## config.mk

```make
export PLATFORM = sky130hd
export DESIGN_NAME = dfss_status_bank
export DESIGN_NICKNAME = d
export VERILOG_FILES = /design/src/logic/dfss_pkg.sv /design/src/logic/dfss_snap_if.sv /design/src/logic/dfss_freq_capture.sv /design/src/logic/dfss_status_bank.sv /design/src/logic/dfss_validity.sv
export VERILOG_INCLUDE_DIRS = /design/src /design/src/logic
export SDC_FILE = /design/constraint.sdc
export NUM_CORES = 1
export LEC_CHECK = 0
export BUFFER_PORTS_ARGS = -buffer_cell sky130_fd_sc_hd__buf_4
export CORE_ASPECT_RATIO = 0.75
export CORE_MARGIN = 1.5
export CORE_UTILIZATION = 46
export CTS_CLUSTER_SIZE = 24
export DETAILED_ROUTE_END_ITERATION = 8
export MAX_ROUTING_LAYER = met4
export PLACE_DENSITY = 0.78
export SYNTH_ARGS = -nofsm -noshare
export SYNTH_HDL_FRONTEND = slang
export SYNTH_SLANG_ARGS = --single-unit
```

## constraint.sdc

```tcl
create_clock -name clk -period 1.8 [get_ports clk]
set_input_delay 0 -clock clk [delete_from_list [all_inputs] [get_ports clk]]
set_output_delay 0 -clock clk [all_outputs]
set_load 0.01 [all_outputs]
```

## src/logic/dfss_defs.svh

```systemverilog
// Offsets, field positions, reset values and scale figures of the frequency and validity status bank
// Assumes a 32-bit Avalon-MM slave with byte addresses, one register per aligned word
`ifndef DFSS_DEFS_SVH
`define DFSS_DEFS_SVH

// Register word addresses (byte offsets)
`define DFSS_OFF_FREQ_LOW 6'h00
`define DFSS_OFF_FREQ_MID 6'h04
`define DFSS_OFF_FREQ_HIGH 6'h08
`define DFSS_OFF_VALID_LOW 6'h0c
`define DFSS_OFF_CONTROL 6'h10
`define DFSS_OFF_IRQ_STATUS 6'h14
`define DFSS_OFF_IRQ_MASK 6'h18

// Control fields
`define DFSS_CTL_FREEZE_BIT 3
`define DFSS_CTL_PATH_BIT 4
`define DFSS_CTL_RESET 8'h00

// Interrupt status bits
`define DFSS_IRQ_FREQ_BIT 0
`define DFSS_IRQ_VALID_BIT 1
`define DFSS_IRQ_WIDTH 2

`define DFSS_VALID_RESET 8'h00
`define DFSS_FREQ_RESET 24'h000000

// One unit of the readout is this many ppm, times ten to the seven
`define DFSS_PPM_PER_LSB_E7 3068

`endif

```

## src/logic/dfss_pkg.sv

```systemverilog
// Types shared by the frequency and validity status bank
// Assumes dfss_defs.svh is compiled alongside
package dfss_pkg;
  typedef enum logic [1:0] {
    DFSS_BUS_IDLE = 2'b00,
    DFSS_BUS_ANSWER = 2'b01
  } dfss_bus_state_t;

  typedef logic signed [23:0] dfss_freq_t;
endpackage

```

## src/logic/dfss_snap_if.sv

```systemverilog
// Carrier between the top bank and its capture and validity sub-blocks
// Assumes one clock, owned by the top module
`timescale 1ns/1ps
interface dfss_snap_if #(parameter int FREQ_WIDTH = 24, parameter int INPUTS = 8);
  logic [FREQ_WIDTH-1:0] freq_value;
  logic freq_changed;
  logic [INPUTS-1:0] valid_bits;
  logic valid_changed;
  logic freeze;
  logic path_main;

  modport capture (input freeze, input path_main, output freq_value, output freq_changed);
  modport validity (output valid_bits, output valid_changed);
  modport bank (input freq_value, input freq_changed, input valid_bits, input valid_changed,
    output freeze, output path_main);
endinterface

```

## src/logic/dfss_freq_capture.sv

```systemverilog
// Holds the reported integral-path frequency, chosen from the main or secondary path
// Assumes both path values arrive already as signed integral-path words on clk
`timescale 1ns/1ps
`include "dfss_defs.svh"
module dfss_freq_capture
  import dfss_pkg::*;
#(
  parameter int FREQ_WIDTH = 24
) (
  input wire logic clk,
  input wire logic reset,
  input wire logic [FREQ_WIDTH-1:0] main_integral,
  input wire logic [FREQ_WIDTH-1:0] secondary_integral,
  dfss_snap_if.capture snap
);
  logic [FREQ_WIDTH-1:0] freq_reg;
  logic [FREQ_WIDTH-1:0] freq_next;
  logic changed_reg;
  logic changed_next;

  always_comb begin
    freq_next = freq_reg;
    changed_next = 1'b0;
    if (!snap.freeze) begin
      // Integral path only: smoothing comes from the loop, not from here
      freq_next = snap.path_main ? main_integral : secondary_integral;
      changed_next = (freq_next != freq_reg);
    end
  end

  always_ff @(posedge clk) begin
    if (reset) begin
      freq_reg <= FREQ_WIDTH'(`DFSS_FREQ_RESET);
      changed_reg <= 1'b0;
    end else begin
      freq_reg <= freq_next;
      changed_reg <= changed_next;
    end
  end

  assign snap.freq_value = freq_reg;
  assign snap.freq_changed = changed_reg;
endmodule

```

## src/logic/dfss_status_bank.sv

```systemverilog
// Frequency offset and input validity status bank with Avalon-MM slave and interrupt
// Assumes a single 25 MHz clock, synchronous reset, master that holds requests
//
// The placing of the registers and the Avalon-MM register port were decided locally.
`timescale 1ns/1ps
`include "dfss_defs.svh"

////////////////////////////////////////////////////////////////////////////////
// Summary of operation
// - Frequency readout is signed 24-bit, three bytes
// - Readout times 0.0003068 gives ppm offset
// - Reported value is DPLL integral path
// - Freeze control bit stops readout updates
// - Path bit selects main clock path report
// - Validity bit high: no alarm or soft
// - Validity byte read-only, zero after reset
module dfss_status_bank
  import dfss_pkg::*;
#(
  parameter int FREQ_WIDTH = 24,
  parameter int INPUTS = 8
) (
  input wire logic clk,
  input wire logic reset,
  input wire logic [5:0] avs_address,
  input wire logic avs_read,
  input wire logic avs_write,
  input wire logic [31:0] avs_writedata,
  input wire logic [3:0] avs_byteenable,
  output logic [31:0] avs_readdata,
  output logic avs_waitrequest,
  output logic [1:0] avs_response,
  input wire logic [FREQ_WIDTH-1:0] main_integral,
  input wire logic [FREQ_WIDTH-1:0] secondary_integral,
  input wire logic [INPUTS-1:0] no_alarm,
  input wire logic [INPUTS-1:0] soft_alarm_only,
  output logic irq
);
  dfss_snap_if #(.FREQ_WIDTH(FREQ_WIDTH), .INPUTS(INPUTS)) snap();

  dfss_freq_capture #(.FREQ_WIDTH(FREQ_WIDTH)) u_capture (
    .clk(clk),
    .reset(reset),
    .main_integral(main_integral),
    .secondary_integral(secondary_integral),
    .snap(snap)
  );

  dfss_validity #(.INPUTS(INPUTS)) u_validity (
    .clk(clk),
    .reset(reset),
    .no_alarm(no_alarm),
    .soft_alarm_only(soft_alarm_only),
    .snap(snap)
  );

  ////////////////////////////////////////////////////////////////////////////////
  // Bus state and registers

  dfss_bus_state_t state_reg;
  dfss_bus_state_t state_next;
  logic [31:0] rdata_reg;
  logic [31:0] rdata_next;
  logic [1:0] resp_reg;
  logic [1:0] resp_next;
  logic [7:0] ctl_reg;
  logic [7:0] ctl_next;
  logic [`DFSS_IRQ_WIDTH-1:0] irq_status_reg;
  logic [`DFSS_IRQ_WIDTH-1:0] irq_status_next;
  logic [`DFSS_IRQ_WIDTH-1:0] irq_mask_reg;
  logic [`DFSS_IRQ_WIDTH-1:0] irq_mask_next;
  logic [`DFSS_IRQ_WIDTH-1:0] irq_events;
  logic [31:0] freq_word;
  logic [31:0] read_mux;
  logic mapped;
  logic request;

  function automatic logic is_mapped(input logic [5:0] addr);
    case (addr)
      `DFSS_OFF_FREQ_LOW,
      `DFSS_OFF_FREQ_MID,
      `DFSS_OFF_FREQ_HIGH,
      `DFSS_OFF_VALID_LOW,
      `DFSS_OFF_CONTROL,
      `DFSS_OFF_IRQ_STATUS,
      `DFSS_OFF_IRQ_MASK: is_mapped = 1'b1;
      default: is_mapped = 1'b0;
    endcase
  endfunction

  // Sign-extend to 32 bits; each byte-lane read below returns only 8 bits of it, zero-padded
  always_comb begin
    freq_word = {{(32 - FREQ_WIDTH){snap.freq_value[FREQ_WIDTH-1]}}, snap.freq_value};
  end

  always_comb begin
    read_mux = 32'h00000000;
    case (avs_address)
      // Byte lanes of the signed readout; one lsb is 0.0003068 ppm
      `DFSS_OFF_FREQ_LOW: read_mux = {24'h000000, freq_word[7:0]};
      `DFSS_OFF_FREQ_MID: read_mux = {24'h000000, freq_word[15:8]};
      `DFSS_OFF_FREQ_HIGH: read_mux = {24'h000000, freq_word[23:16]};
      `DFSS_OFF_VALID_LOW: read_mux = 32'(snap.valid_bits);
      `DFSS_OFF_CONTROL: read_mux = {24'h000000, ctl_reg};
      `DFSS_OFF_IRQ_STATUS: read_mux = 32'(irq_status_reg);
      `DFSS_OFF_IRQ_MASK: read_mux = 32'(irq_mask_reg);
      default: read_mux = 32'h00000000;
    endcase
  end

  assign request = avs_read | avs_write;
  assign mapped = is_mapped(avs_address);

  always_comb begin
    irq_events = '0;
    irq_events[`DFSS_IRQ_FREQ_BIT] = snap.freq_changed;
    irq_events[`DFSS_IRQ_VALID_BIT] = snap.valid_changed;
  end

  ////////////////////////////////////////////////////////////////////////////////
  // Next-state logic

  always_comb begin
    state_next = state_reg;
    rdata_next = rdata_reg;
    resp_next = resp_reg;
    ctl_next = ctl_reg;
    irq_mask_next = irq_mask_reg;
    irq_status_next = irq_status_reg;
    case (state_reg)
      DFSS_BUS_IDLE: begin
        if (request) begin
          state_next = DFSS_BUS_ANSWER;
          resp_next = mapped ? 2'h0 : 2'h2;
          rdata_next = avs_read ? read_mux : 32'h00000000;
        end
      end
      DFSS_BUS_ANSWER: begin
        state_next = DFSS_BUS_IDLE;
        // The transfer completes at this edge, so a write lands here and nowhere earlier
        // Frequency and validity words have no write path at all
        if (avs_write && avs_byteenable[0]) begin
          case (avs_address)
            `DFSS_OFF_CONTROL: ctl_next = avs_writedata[7:0];
            `DFSS_OFF_IRQ_MASK: irq_mask_next = avs_writedata[`DFSS_IRQ_WIDTH-1:0];
            `DFSS_OFF_IRQ_STATUS:
              irq_status_next = irq_status_reg & ~avs_writedata[`DFSS_IRQ_WIDTH-1:0];
            default: ctl_next = ctl_reg;
          endcase
        end
      end
      default: state_next = DFSS_BUS_IDLE;
    endcase
    // A new event wins over a clear in the same cycle
    irq_status_next = irq_status_next | irq_events;
  end

  always_ff @(posedge clk) begin
    if (reset) begin
      state_reg <= DFSS_BUS_IDLE;
      rdata_reg <= 32'h00000000;
      resp_reg <= 2'h0;
      ctl_reg <= `DFSS_CTL_RESET;
      irq_status_reg <= '0;
      irq_mask_reg <= '0;
    end else begin
      state_reg <= state_next;
      rdata_reg <= rdata_next;
      resp_reg <= resp_next;
      ctl_reg <= ctl_next;
      irq_status_reg <= irq_status_next;
      irq_mask_reg <= irq_mask_next;
    end
  end

  ////////////////////////////////////////////////////////////////////////////////
  // Outputs

  assign snap.freeze = ctl_reg[`DFSS_CTL_FREEZE_BIT];
  assign snap.path_main = ctl_reg[`DFSS_CTL_PATH_BIT];

  // Request is answered one cycle after it is taken into the idle state
  assign avs_waitrequest = request & (state_reg != DFSS_BUS_ANSWER);
  assign avs_readdata = rdata_reg;
  assign avs_response = resp_reg;
  assign irq = |(irq_status_reg & irq_mask_reg);
endmodule

```

## src/logic/dfss_validity.sv

```systemverilog
// Registers the per-input validity flags from the input monitors
// Assumes no-alarm and soft-frequency-alarm-only flags per input, synchronous to clk
`timescale 1ns/1ps
`include "dfss_defs.svh"
module dfss_validity
  import dfss_pkg::*;
#(
  parameter int INPUTS = 8
) (
  input wire logic clk,
  input wire logic reset,
  input wire logic [INPUTS-1:0] no_alarm,
  input wire logic [INPUTS-1:0] soft_alarm_only,
  dfss_snap_if.validity snap
);
  logic [INPUTS-1:0] valid_reg;
  logic [INPUTS-1:0] valid_next;
  logic changed_reg;
  logic changed_next;

  genvar g;
  generate
    for (g = 0; g < INPUTS; g++) begin : g_in
      always_comb begin
        valid_next[g] = no_alarm[g] | soft_alarm_only[g];
      end
    end
  endgenerate

  always_comb begin
    changed_next = (valid_next != valid_reg);
  end

  always_ff @(posedge clk) begin
    if (reset) begin
      valid_reg <= INPUTS'(`DFSS_VALID_RESET);
      changed_reg <= 1'b0;
    end else begin
      valid_reg <= valid_next;
      changed_reg <= changed_next;
    end
  end

  assign snap.valid_bits = valid_reg;
  assign snap.valid_changed = changed_reg;
endmodule
```

After elaboration in Yosys (flattened, before gate mapping)

Cells that the tools add are included.

RAM bits: 0
Bits in latches: 0
Memories kept: 0
ROM bits: 0
Output and inout port bits: 36
Flip-flop bits (word level): 81
Bits of input ports: 110

Bitwise logic cells: 16
Muxes and demuxes: 8
Add/sub/neg operators: 0
$mul: 0
Divide/modulo/power cells: 0
Shifts and indexed selects: 0
Reduce and logical (&&, ||, !) cells: 10
Order comparisons: 0
Eq/ne operators: 8

Operators by type and width:

| cell                 | number |
|---|---|
| $pmux W8 S7          | 1 |
| $mux W32             | 1 |
| $mux W24             | 1 |
| $ne A24 B24 Y1       | 1 |
| $eq A6 B5 Y1 const B | 3 |
| $eq A6 B4 Y1 const B | 2 |
| $or A1 B1 Y1         | 9 |
| $mux W2              | 4 |
| $ne A8 B8 Y1         | 1 |
| $reduce_or A7 Y1     | 1 |
| $eq A6 B3 Y1 const B | 1 |
| $logic_not A6 Y1     | 1 |
| $reduce_and A3 Y1    | 2 |
| $reduce_or A2 Y1     | 3 |
| $and A2 B2 Y2        | 2 |
| $logic_not A2 Y1     | 1 |
| $not A1 Y1           | 2 |
| $not A2 Y2           | 1 |
| $or A2 B2 Y2         | 1 |
| $reduce_and A2 Y1    | 1 |
| $and A1 B1 Y1        | 1 |
| $logic_and A1 B1 Y1  | 1 |
| $mux W1              | 1 |

Depth between registers and ports, before layout

Gate-level depths: netlist of the first run.

Depth in word-level cells: 6
Mapped depth: 7

By module

From an unflattened synthesis of the first run, not the netlist that was laid out.

Cell total of the unflattened synthesis: 360
Area, all modules: 3136.8 um2

By module, submodules not included:

| module            | instances | area an instance (um2) | cells each |
|---|---|---|---|
| dfss_freq_capture | 1         | 1376.3                 | 164 |
| dfss_status_bank  | 1         | 1366.3                 | 148 |
| dfss_validity     | 1         | 394.1                  | 48 |

Worst setup path after synthesis of the first run

OpenSTA, ideal clock, no wires.

Path kind: reg-to-reg
Start point: register ctl_reg[4]
End point: register u_capture.changed_reg, in the netlist u_capture.snap.freq_changed
Arrival: 1.550 ns
Stages on the path, launching flop included: 8
Slack: 0.114 ns
Buffers on the path: 2
Required time: 1.664 ns
Path through: dfxtp_1 -> buf_2 -> buf_4 -> mux2i_1 -> xor2_1 -> nand4_1 -> nor4_1 -> a311oi_1

Word-level cells in the longest chain between the ends: 2

RTL lines:

| item                   | RTL line                | source |
|---|---|---|
| start, declared        | dfss_status_bank.sv:66  | `logic [7:0] ctl_reg;` |
| start signal, assigned | dfss_status_bank.sv:163 | `` ctl_reg <= `DFSS_CTL_RESET; `` |
| start signal, assigned | dfss_status_bank.sv:170 | `ctl_reg <= ctl_next;` |
| $mux W24               | dfss_freq_capture.sv:26 | `freq_next = snap.path_main ? main_integral : secondary_integral;` |
| $ne A24 B24 Y1         | dfss_freq_capture.sv:27 | `changed_next = (freq_next != freq_reg);` |
| end signal, assigned   | dfss_freq_capture.sv:37 | `changed_reg <= changed_next;` |
| end, declared          | dfss_freq_capture.sv:18 | `logic changed_reg;` |

No other way between the ends.
A chain may end at the register's enable or synchronous reset.

Final worst setup path of the first run

Same ends and word-level chain as after synthesis.

==> impl_metrics.tcl, run 1 <==
set metrics [dict create \
    synth.yosys.seq_area_share 0.3724 \
    p_switching_uw 680.5 \
    holdCritPathClass "in2reg" \
    wire_per_inst_um 14.34 \
    yosys_register_bits 56 \
    power_density_nw_per_um2 702.1 \
    final_layout_size_suffix_gt1_frac 0.2751 \
    yosys_warnings 0 \
    arrival_ns 1.98 \
    worst_path_dominant_cell_family "simple AND/OR/NAND/NOR gates" \
    antenna_cells_inserted 0 \
    portBuffers 93 \
    core_region_area_um2 6319 \
    cts_buffer_depth 2 \
    chipHeight_um 73.06 \
    status "finished, final reports clean" \
    crit-reg2reg-launch "ctl_reg[4]$_SDFFE_PP0P_" \
    layout_worst_path_cycle_share 0.9976 \
    die_area_um2 7044 \
    grt_max_degree 51 \
    p_seq_frac 0.454 \
    tritoncts "done" \
    worst_pin_slew_ns 0.5152 \
    final_max_slew_viol_count 0 \
    fmaxAchievable_mhz 556.9 \
    nNetsFinal 567 \
    r2r-end "u_capture.snap.freq_changed$_SDFF_PP0_" \
    timing.setup.tns_ns 0 \
    power_switching_share 0.2317 \
    drt.antenna.violating_nets 0 \
    grt_usage 0.2215 \
    clockPowerShare 0.377 \
    first_pass_iters 6 \
    cts_num_sinks 56 \
    pwr-share-comb 0.168 \
    final_period_minus_worst_setup_slack_ns 1.796 \
    hpwl_um 5443 \
    routability_congestion_estimate 0.8643 \
    drt_iter0_markers 150 \
    overflow_left_after_global_routing 0 \
    multi_input_comb_area_um2 1764 \
    die-width_um 96.41 \
    cp_slowest_stage_delay_ns 0.41 \
    critPathMaxFanout 3 \
    postCtsSetupRepairBufs 0 \
    finalSetupViolations 0 \
    initial_utilization 0.4764 \
    area_growth_syn_to_layout_pct 38.94 \
    setup_repair_after_global_routing_missed_its_margin "no" \
    regToRegSetupSlack_ns 0.004 \
    critical-path-slowest-cell "sky130_fd_sc_hd__dfxtp_4" \
    dp.cells 506 \
    total_leakage_power_uw 0.001826 \
    stdcell_count 539 \
    hold_viol_final 0 \
    cells_after_synthesis 347 \
    vias 2763 \
    critical_path_rt_ns 1.98 \
    worst-r2r-cell-count 6 \
    global_route_wire_length_before_repair_um 11500 \
    rows 25 \
    cp_cell_sequence "buf_4 -> mux2i_1 -> xor2_1 -> nand4_1 -> nor4_2 -> a311oi_1" \
    vdd.ir_drop.worst_v 0.0004449 \
    synthDistinctLibCells 31 \
    internal_power_uw 2256 \
    netlist_area_um2 3010 \
    pin_count 146 \
    skew_final_ns 0.007618 \
    regArea_um2 1125 \
    worst_hold_path.num_cells 3 \
    fillerInstances 534 \
    insertion_delay_ns 0.31 \
    critical_path_class "reg2reg" \
    number_of_global_route_vias_before_repair 2567 \
    path_clk_slew_ns 0.10 \
    synth.avg_cell_area_um2 8.675 \
    cp.buffers_inverters 1 \
    crit_path_end_kind "flop" \
    largest_register_ff_count 24 \
    hold_start "avs_writedata[5]" \
    avgViaCountPerCell 5.126 \
    drc_violation_count_after_routing 0 \
    totalWireLength_um 7728 \
    cap_viol_max_count 0 \
    maxSlewHeadroom 0.6565 \
    critPathLaunchType "flop" \
    tritoncts.num_buffers 5 \
    timing.hold.worst_endpoint "ctl_reg[5]$_SDFFE_PP0P_" \
    grt_antenna_before_repair 0 \
    clock_tree.htree_level_count 2 \
    cts_root_buf "sky130_fd_sc_hd__clkbuf_8" \
]
==> power groups by stage <==
stage	Combinational [µW]	Sequential (µW)	Clock (µW)
floorplan	280	1350	0
global placement	421	1360	0
detailed placement	432	1360	0
CTS	476	1330	1120
global route	539	1340	1170
finish	494	1330	1110
==> area by class of cell <==
type                    count  area share
well taps                  81     0.02423
clock buffers               5     0.01645
multi-input cells         269      0.4218
clock inverters             3     0.02154
flip-flops and latches     56      0.2689
inverters                   2    0.001795
repair buffers            123      0.2453
==> cell families (layout without fill, tap and decap cells) <==
group / count (synthesis) / in the layout / share of synthesized area
xor gates and xnor gates: 32 / 32 / 0.09310
muxes: 43 / 43 / 0.1721
other: 1 / 25 / 0.001246
buffers and inverters: 46 / 133 / 0.09227
DFF: 56 / 56 / 0.3724
AOI/OAI and AO/OA: 52 / 52 / 0.09850
and+or+nand+nor: 117 / 117 / 0.1704
==> metal layers <==
metal | wire [µm] | global-route usage
met5 | 0 | -
met4 | 65 | 0.06119
met3 | 528 | 0.05208
met2 | 3875 | 0.3764
met1 | 3259 | 0.2631
==> cells in the final DEF, fill, tap and decap left out, drive strengths merged, types with 7 or more instances in the layout <==
cell type / instances
nor2: 83
xor2: 15
buf: 98
conb: 25
mux2i: 36
xnor2: 17
a21oi: 30
o21ai: 8
dfxtp: 56
mux4: 7
nand2: 13
dlygate4sd3: 24
==> per-stage QoR <==
step	setup WS, ns	instance area [µm²]	util	total power, µW	hold WS [ns]
2_1_floorplan	0.1137	3100	-	1631	0.1364
3_3_place_gp	0.05305	3692	0.5844	1781	0.2276
3_5_place_dp	0.01723	3692	0.5844	1795	0.2386
4_1_cts	0.01604	4095	0.6481	2929	0.006304
5_1_grt	0.0006086	4183	0.6620	3055	0.01870
6_report	0.004363	4183	0.6620	2937	0.01189
==> synth_stat cells (all sizes together) <==
cell,count,area [µm²]
nor2,83,311.6
dfxtp,56,1121
mux2i,36,360.4
buf,34,232.7
a21oi,30,150.1
xnor2,17,148.9
xor2,15,131.4
nand2,13,48.80
clkbuf,10,37.54
o21ai,8,40.04
mux4,7,157.7
a22oi,6,45.04
nor4,6,37.54
nand4,5,46.29
nand3,4,20.02
a211oi,2,15.01
inv,2,7.510
nor3,2,10.01
o211ai,2,15.01
a22o,1,8.760
a311oi,1,8.760
a31oi,1,6.260
conb,1,3.750
nand3b,1,7.510
nor2b,1,6.260
nor3b,1,18.77
o31ai,1,7.510
or3,1,6.260
==> how the worst max path moves through the flow <==
stage                       startpoint                                endpoint  slack (ns)  cells after the start
3_5_place_dp   ctl_reg[4]$_SDFFE_PP0P_  u_capture.snap.freq_changed$_SDFF_PP0_        0.02                      6
6_report       ctl_reg[4]$_SDFFE_PP0P_  u_capture.snap.freq_changed$_SDFF_PP0_       0.004                      6
4_1_cts        ctl_reg[4]$_SDFFE_PP0P_  u_capture.snap.freq_changed$_SDFF_PP0_        0.02                      6
5_1_grt        ctl_reg[4]$_SDFFE_PP0P_  u_capture.snap.freq_changed$_SDFF_PP0_      0.0006                      6
3_3_place_gp   ctl_reg[4]$_SDFFE_PP0P_  u_capture.snap.freq_changed$_SDFF_PP0_        0.05                      6
2_1_floorplan  ctl_reg[4]$_SDFFE_PP0P_  u_capture.snap.freq_changed$_SDFF_PP0_        0.11                      7
==> timing repair <==
action,in CTS,in global routing
endpoints found under the hold margin,18,0
hold buffers,24,0
pin swaps,0,0
gates resized for setup,1,13
gates cloned,0,1
setup endpoints to repair,1,1
==> worst min-delay path: stages <==
cell,delay (ns)
sky130_fd_sc_hd__buf_4,0.09
sky130_fd_sc_hd__mux2i_1,0.06
sky130_fd_sc_hd__nor2_1,0.13
(Power assumes the default switching activity.)
==> run 2, diff against run 1 <==
--- a/config.mk
+++ b/config.mk
@@ -6,14 +6,16 @@
 export SDC_FILE = /design/constraint.sdc
 export NUM_CORES = 1
 export LEC_CHECK = 0
+export ABC_AREA = 1
 export BUFFER_PORTS_ARGS = -buffer_cell sky130_fd_sc_hd__buf_4
 export CORE_ASPECT_RATIO = 0.75
 export CORE_MARGIN = 1.5
-export CORE_UTILIZATION = 46
+export CORE_UTILIZATION = 49
 export CTS_CLUSTER_SIZE = 24
 export DETAILED_ROUTE_END_ITERATION = 8
+export GPL_ROUTABILITY_DRIVEN = 0
 export MAX_ROUTING_LAYER = met4
-export PLACE_DENSITY = 0.78
+export PLACE_DENSITY = 0.8
 export SYNTH_ARGS = -nofsm -noshare
 export SYNTH_HDL_FRONTEND = slang
 export SYNTH_SLANG_ARGS = --single-unit
==> impl_metrics.tcl, run 2 <==
set metrics [dict create \
    cap_viol_max_count 0 \
    finalSetupViolations 0 \
    insertion_delay_ns 0.31 \
    skew_final_ns 0.005128 \
    timing.setup.tns_ns 0 \
    worst_pin_slew_ns 0.6069 \
    drc_violation_count_after_routing 0 \
    cts.repair.resized 0 \
    grt_antenna_before_repair 0 \
    pin_count 146 \
    yosys_register_bits 56 \
    hold_viol_final 0 \
    overflow_left_after_global_routing 0 \
    main_combinational_cell_family_by_area_after_synthesis "simple AND/OR/NAND/NOR gates" \
    totalWireLength_um 9396 \
    cts_buffer_depth 2 \
    die-width_um 100.3 \
    avgViaCountPerCell 4.948 \
    arrival_ns 1.71 \
    vdd.ir_drop.worst_v 0.0002846 \
    tritoncts "done" \
    setup_repair_after_global_routing_missed_its_margin "no" \
    cell_occurring_most_often_along_the_worst_timing_path "sky130_fd_sc_hd__nor2_1" \
    cp.buffers_inverters 2 \
    yosys_warnings 0 \
    synth.avg_cell_area_um2 6.198 \
    cts_root_buf "sky130_fd_sc_hd__clkbuf_8" \
    final_period_minus_worst_setup_slack_ns 1.500 \
    rows 26 \
    final_critical_path_setup_slack_ns 0.2997 \
    largest_register_ff_count 24 \
    cp_slowest_stage_delay_ns 0.34 \
    yosys.area_share.simple 0.3656 \
    synth.yosys.seq_area_share 0.3224 \
    netlist_top_cells_area "sky130_fd_sc_hd__dfxtp_1, sky130_fd_sc_hd__nand2_1, sky130_fd_sc_hd__inv_1" \
    global_route_wire_length_before_repair_um 15210 \
    grt_usage 0.2547 \
    drt_iter0_markers 208 \
    hpwl_um 6721 \
    final_layout_size_suffix_gt1_frac 0.2015 \
    synth.most_common_cell "sky130_fd_sc_hd__nand2_1" \
    cts_num_sinks 56 \
    critical_path_class "reg2reg" \
    total_power_uw 2774 \
    worst_path_dominant_cell_family "simple AND/OR/NAND/NOR gates" \
    grt_max_degree 47 \
    pre_cts_slack_ns 0.3310 \
    vias 3731 \
    portBuffers 93 \
    nNetsFinal 780 \
    critical_path_rt_ns 2.01 \
    met2_usage 0.4116 \
    wire_per_inst_um 12.46 \
    maxSlewHeadroom 0.5939 \
    met1_usage 0.3349 \
    number_of_global_route_vias_before_repair 3369 \
    synth_largest_area_cell "sky130_fd_sc_hd__dfxtp_1" \
    path_clk_slew_ns 0.09 \
    power_density_nw_per_um2 620.3 \
    first_pass_iters 5 \
    layout.cells.most_common "sky130_fd_sc_hd__nand2_1" \
    synthArstFlopShare 0 \
    synthDistinctLibCells 28 \
    synth-compound-area-share 0.1249 \
    critical-path-slowest-cell "sky130_fd_sc_hd__dfxtp_1" \
    synthMuxAreaShare 0 \
    critPathMaxFanout 27 \
    drt.antenna.violating_nets 0 \
    busiest_layer "met2" \
    synth_edf_count 0 \
    antenna_cells_inserted 0 \
    synth_largest_type_area_fraction 0.3224 \
    die_area_um2 7616 \
    tritoncts.num_buffers 5 \
    met3_usage 0.03413 \
    fmaxAchievable_mhz 666.6 \
    crit_path_end_kind "flop" \
    total_leakage_power_uw 0.002334 \
    cells_after_synthesis 561 \
    chipHeight_um 75.96 \
    status "finished, final reports clean" \
    initial_utilization 0.5090 \
    netlist_area_um2 3477 \
    holdCritPathClass "in2reg" \
    layout_common_cells "sky130_fd_sc_hd__nand2_1, sky130_fd_sc_hd__buf_4, sky130_fd_sc_hd__inv_1, sky130_fd_sc_hd__dfxtp_1, sky130_fd_sc_hd__nor2_1" \
    core_region_area_um2 6832 \
    synth_ff_type "sky130_fd_sc_hd__dfxtp_1" \
    layout_worst_path_cycle_share 0.8335 \
    post_synth_xor_area_fraction 0.02015 \
    final_max_slew_viol_count 0 \
    cp_cell_sequence "buf_12 -> inv_8 -> nand2_2 -> nand2_2 -> nand2_1 -> nand2_1 -> nand3_1 -> nor2_1 -> nand3_1 -> nor2_1 -> nor2_1" \
    area_growth_syn_to_layout_pct 28.61 \
    synth_fa_ha_area_frac 0 \
    clock_tree.htree_level_count 2 \
    hold_ws_ns 0.01037 \
    critPathLaunchType "flop" \
    synth_commonest_cells "sky130_fd_sc_hd__nand2_1, sky130_fd_sc_hd__inv_1, sky130_fd_sc_hd__dfxtp_1" \
]
run 2: changes by cell type after synthesis, moves of 31 or more:
cell	previous run	this run
sky130_fd_sc_hd__nand2_1	13	180
sky130_fd_sc_hd__inv_1	2	62
sky130_fd_sc_hd__nand3_1	4	43
sky130_fd_sc_hd__mux2i_1	36	0
sky130_fd_sc_hd__o21ai_0	8	40
sky130_fd_sc_hd__nor2_1	83	52
run 2: final timing paths:
check	from	to	slack, ns	depth (start not counted)
min	secondary_integral[22]	u_capture.snap.freq_value[22]$_SDFFE_PP0N_	0.01	5
min reg2reg	u_validity.snap.valid_changed$_SDFF_PP0_	irq_status_reg[1]$_SDFF_PP0_	0.46	2
max reg2reg	ctl_reg[4]$_SDFFE_PP0P_	u_capture.snap.freq_changed$_SDFF_PP0_	0.30	11
max	ctl_reg[4]$_SDFFE_PP0P_	u_capture.snap.freq_changed$_SDFF_PP0_	0.30	11
run 2: metrics by stage:
stage	instance area, µm²	utilization	std cells
floorplan	3567	-	585
global placement	4103	0.6005	723
detailed placement	4103	0.6005	723
CTS	4472	0.6546	754
global route	4472	0.6546	754
finish	4472	0.6546	754
run 2: area by class of cell:
cell class | instances | area [µm²]
clock buffer | 5 | 68.82
multi-input combinational | 417 | 1869
sequential | 56 | 1121
fill | 586 | 2360
clock inverter | 2 | 60.06
tap | 84 | 105.1
inverter | 69 | 266.5
timing repair buffer | 121 | 980.9
run 2: cells by family after synthesis:
group | count (synthesis)
AOI/OAI and AO/OA | 84
and+or+nand+nor | 300
other | 1
DFF | 56
xor gates and xnor gates | 8
buffers and inverters | 112
run 2: what timing repair did:
action | CTS | global route
buffers inserted | 0 | 0
hold buffers | 24 | 0
hold endpoints to repair | 18 | 0
run 2: routing by layer:
layer / vias to the layer above / wire [µm]
met4: 0 / 169
met3: 19 / 648
li1: 1905 / -
met1: 1652 / 4138
met5: - / 0
met2: 155 / 4439
run 2: tightest hold or removal path, delay by kind of cell:
family / cells / cell delay [ns]
AOI/OAI and AO/OA: 1 / 0.06
buffers and inverters: 2 / 0.12
and+or+nand+nor: 2 / 0.10
run 2: power breakdown:
part | total (µW) | switching [µW] | internal, µW | leakage [µW]
logic | 504 | 252 | 252 | 0.00181
clock network | 939 | 391 | 547 | 0.0000642
registers | 1330 | 40.3 | 1290 | 0.000463
==> run 3, diff against run 2 <==
==> constraint.sdc (replaced) <==
create_clock -name clk -period 1.5 [get_ports clk]
set_input_delay 0 -clock clk [delete_from_list [all_inputs] [get_ports clk]]
set_output_delay 0 -clock clk [all_outputs]
set_load 0.01 [all_outputs]
==> impl_metrics.tcl, run 3 (synthesized netlist as in run 2, its figures left out) <==
set metrics [dict create \
    status "finished, final reports clean" \
    totalWireLength_um 10060 \
    skew_final_ns 0.007327 \
    die_area_um2 7616 \
    finalInstanceArea_um2 4628 \
    grt_max_degree 31 \
    overflow_left_after_global_routing 0 \
    pin_count 146 \
    cp_cell_sequence "buf_12 -> buf_6 -> nand2_1 -> nand2_1 -> nand2_1 -> nand2_1 -> nand2_1 -> nor2_1 -> nand3_1 -> nor2_1 -> nor2_1" \
    fmaxAchievable_mhz 692.2 \
    critPathLaunchType "flop" \
    insertion_delay_ns 0.32 \
    global_route_wire_length_before_repair_um 15840 \
    layout_worst_path_cycle_share 0.9631 \
    vias 3863 \
    wire_per_inst_um 13.16 \
    cap_viol_max_count 0 \
    crit_path_end_kind "flop" \
    finalSetupViolations 0 \
    final_max_slew_viol_count 0 \
    clock_tree.htree_level_count 2 \
    largest_register_ff_count 24 \
    cell_occurring_most_often_along_the_worst_timing_path "sky130_fd_sc_hd__nand2_1" \
    initial_utilization 0.5090 \
    drc_violation_count_after_routing 0 \
    holdCritPathClass "in2reg" \
    grt_usage 0.2642 \
    cp.buffers_inverters 2 \
    avgViaCountPerCell 5.056 \
    rows 26 \
    cts_num_sinks 56 \
    first_pass_iters 5 \
    critPathMaxFanout 7 \
    worst_path_dominant_cell_family "simple AND/OR/NAND/NOR gates" \
    die-width_um 100.3 \
    drt_iter0_markers 223 \
    critical_path_class "reg2reg" \
    tritoncts "done" \
    critical-path-slowest-cell "sky130_fd_sc_hd__dfxtp_4" \
    portBuffers 93 \
    crit-reg2reg-launch "ctl_reg[4]$_SDFFE_PP0P_" \
    path_clk_slew_ns 0.10 \
    chipHeight_um 75.96 \
    layout.cells.most_common "sky130_fd_sc_hd__nand2_1" \
    critical_path_rt_ns 1.72 \
    hold_viol_final 0 \
    total_leakage_power_uw 0.002413 \
    nNetsFinal 789 \
    number_of_global_route_vias_before_repair 3592 \
    power_density_nw_per_um2 693.6 \
    drt.antenna.violating_nets 0 \
    fillerInstances 568 \
    cp_slowest_stage_delay_ns 0.39 \
    hold_start "secondary_integral[22]" \
    grt_antenna_before_repair 0 \
    worst_setup_path_startpoint "ctl_reg[4]$_SDFFE_PP0P_" \
    cts_buffer_depth 2 \
    setup_repair_after_global_routing_missed_its_margin "yes" \
    cts_root_buf "sky130_fd_sc_hd__clkbuf_8" \
    total_power_uw 3210 \
    antenna_cells_inserted 0 \
    area_growth_syn_to_layout_pct 33.11 \
    layout_common_cells "sky130_fd_sc_hd__nand2_1, sky130_fd_sc_hd__buf_4, sky130_fd_sc_hd__inv_1, sky130_fd_sc_hd__dfxtp_1, sky130_fd_sc_hd__nor2_1" \
    postPlaceCellArea_um2 4125 \
    post-route-util 0.6775 \
    vdd.ir_drop.worst_v 0.0004086 \
    final_layout_size_suffix_gt1_frac 0.2279 \
    arrival_ns 1.66 \
    core_region_area_um2 6832 \
    final_period_minus_worst_setup_slack_ns 1.445 \
    hpwl_um 6899 \
    tritoncts.num_buffers 5 \
]
==> run 3: cell count changes in the layout (fill, tap and decap cells not counted), sizes merged <==
cell,delta
clkinv,+2
clkbuf,+3
buf,+6
bufinv,-1
==> run 3: path summary, 6_finish.rpt <==
kind	endpoint	slack [ns]	cells past startpoint
worst min-delay path	u_capture.snap.freq_value[22]$_SDFFE_PP0N_	0.01	5
worst max register to register	u_capture.snap.freq_changed$_SDFF_PP0_	0.06	11
worst max-delay path	u_capture.snap.freq_changed$_SDFF_PP0_	0.06	11
worst min register to register	irq_status_reg[1]$_SDFF_PP0_	0.47	2
==> run 3: per-layer routing <==
metal  global-route usage  part of all wire
met5                    -                 0
met4              0.09155             0.028
met3              0.04889             0.088
met2               0.4014              0.44
met1               0.3531              0.44
==> run 3: what timing repair did <==
item                       4_1_cts  5_1_grt
gates resized for setup          1       18
setup endpoints to repair        1        1
hold endpoints to repair        18        0
hold buffers                    24        0
pin swaps                        0       12
cloned                           0        4
buffers inserted                 0        2
==> run 3: final cells by class <==
class	count	area [µm²]	area share
repair inverters	1	11.26	0.002433
multi-input cells	417	1907	0.4120
flip-flops and latches	56	1125	0.2430
clock inverters	2	35.03	0.007570
repair buffers	129	1087	0.2349
clock buffers	6	72.57	0.01568
inverters	69	285.3	0.06164
well taps	84	105.1	0.02271
==> run 3: metrics by stage <==
stage	instances	TNS, ns	hold slack [ns]	setup WS (ns)
CTS	758	0	0.02118	0.01996
floorplan	585	0	0.1349	0.2619
detailed placement	726	0	0.2300	0.002840
global route	764	-0.006933	0.03619	-0.006933
global placement	726	0	0.2262	0.02355
finish	764	0	0.01101	0.05540
==> run 3: report_power, final <==
group / internal [µW] / total, µW / switching (µW)
logic: 306 / 618 / 312
clock network: 497 / 997 / 500
registers: 1550 / 1590 / 47.2
total: 2350 / 3210 / 860
==> run 3: worst reg2reg max path: cells and delay by family (launching register included) <==
| family | cells | cell delay (ns) |
|---|---|---|
| flip-flops | 1 | 0.39 |
| buffers and inverters | 2 | 0.29 |
| AND/OR/NAND/NOR | 9 | 0.66 |
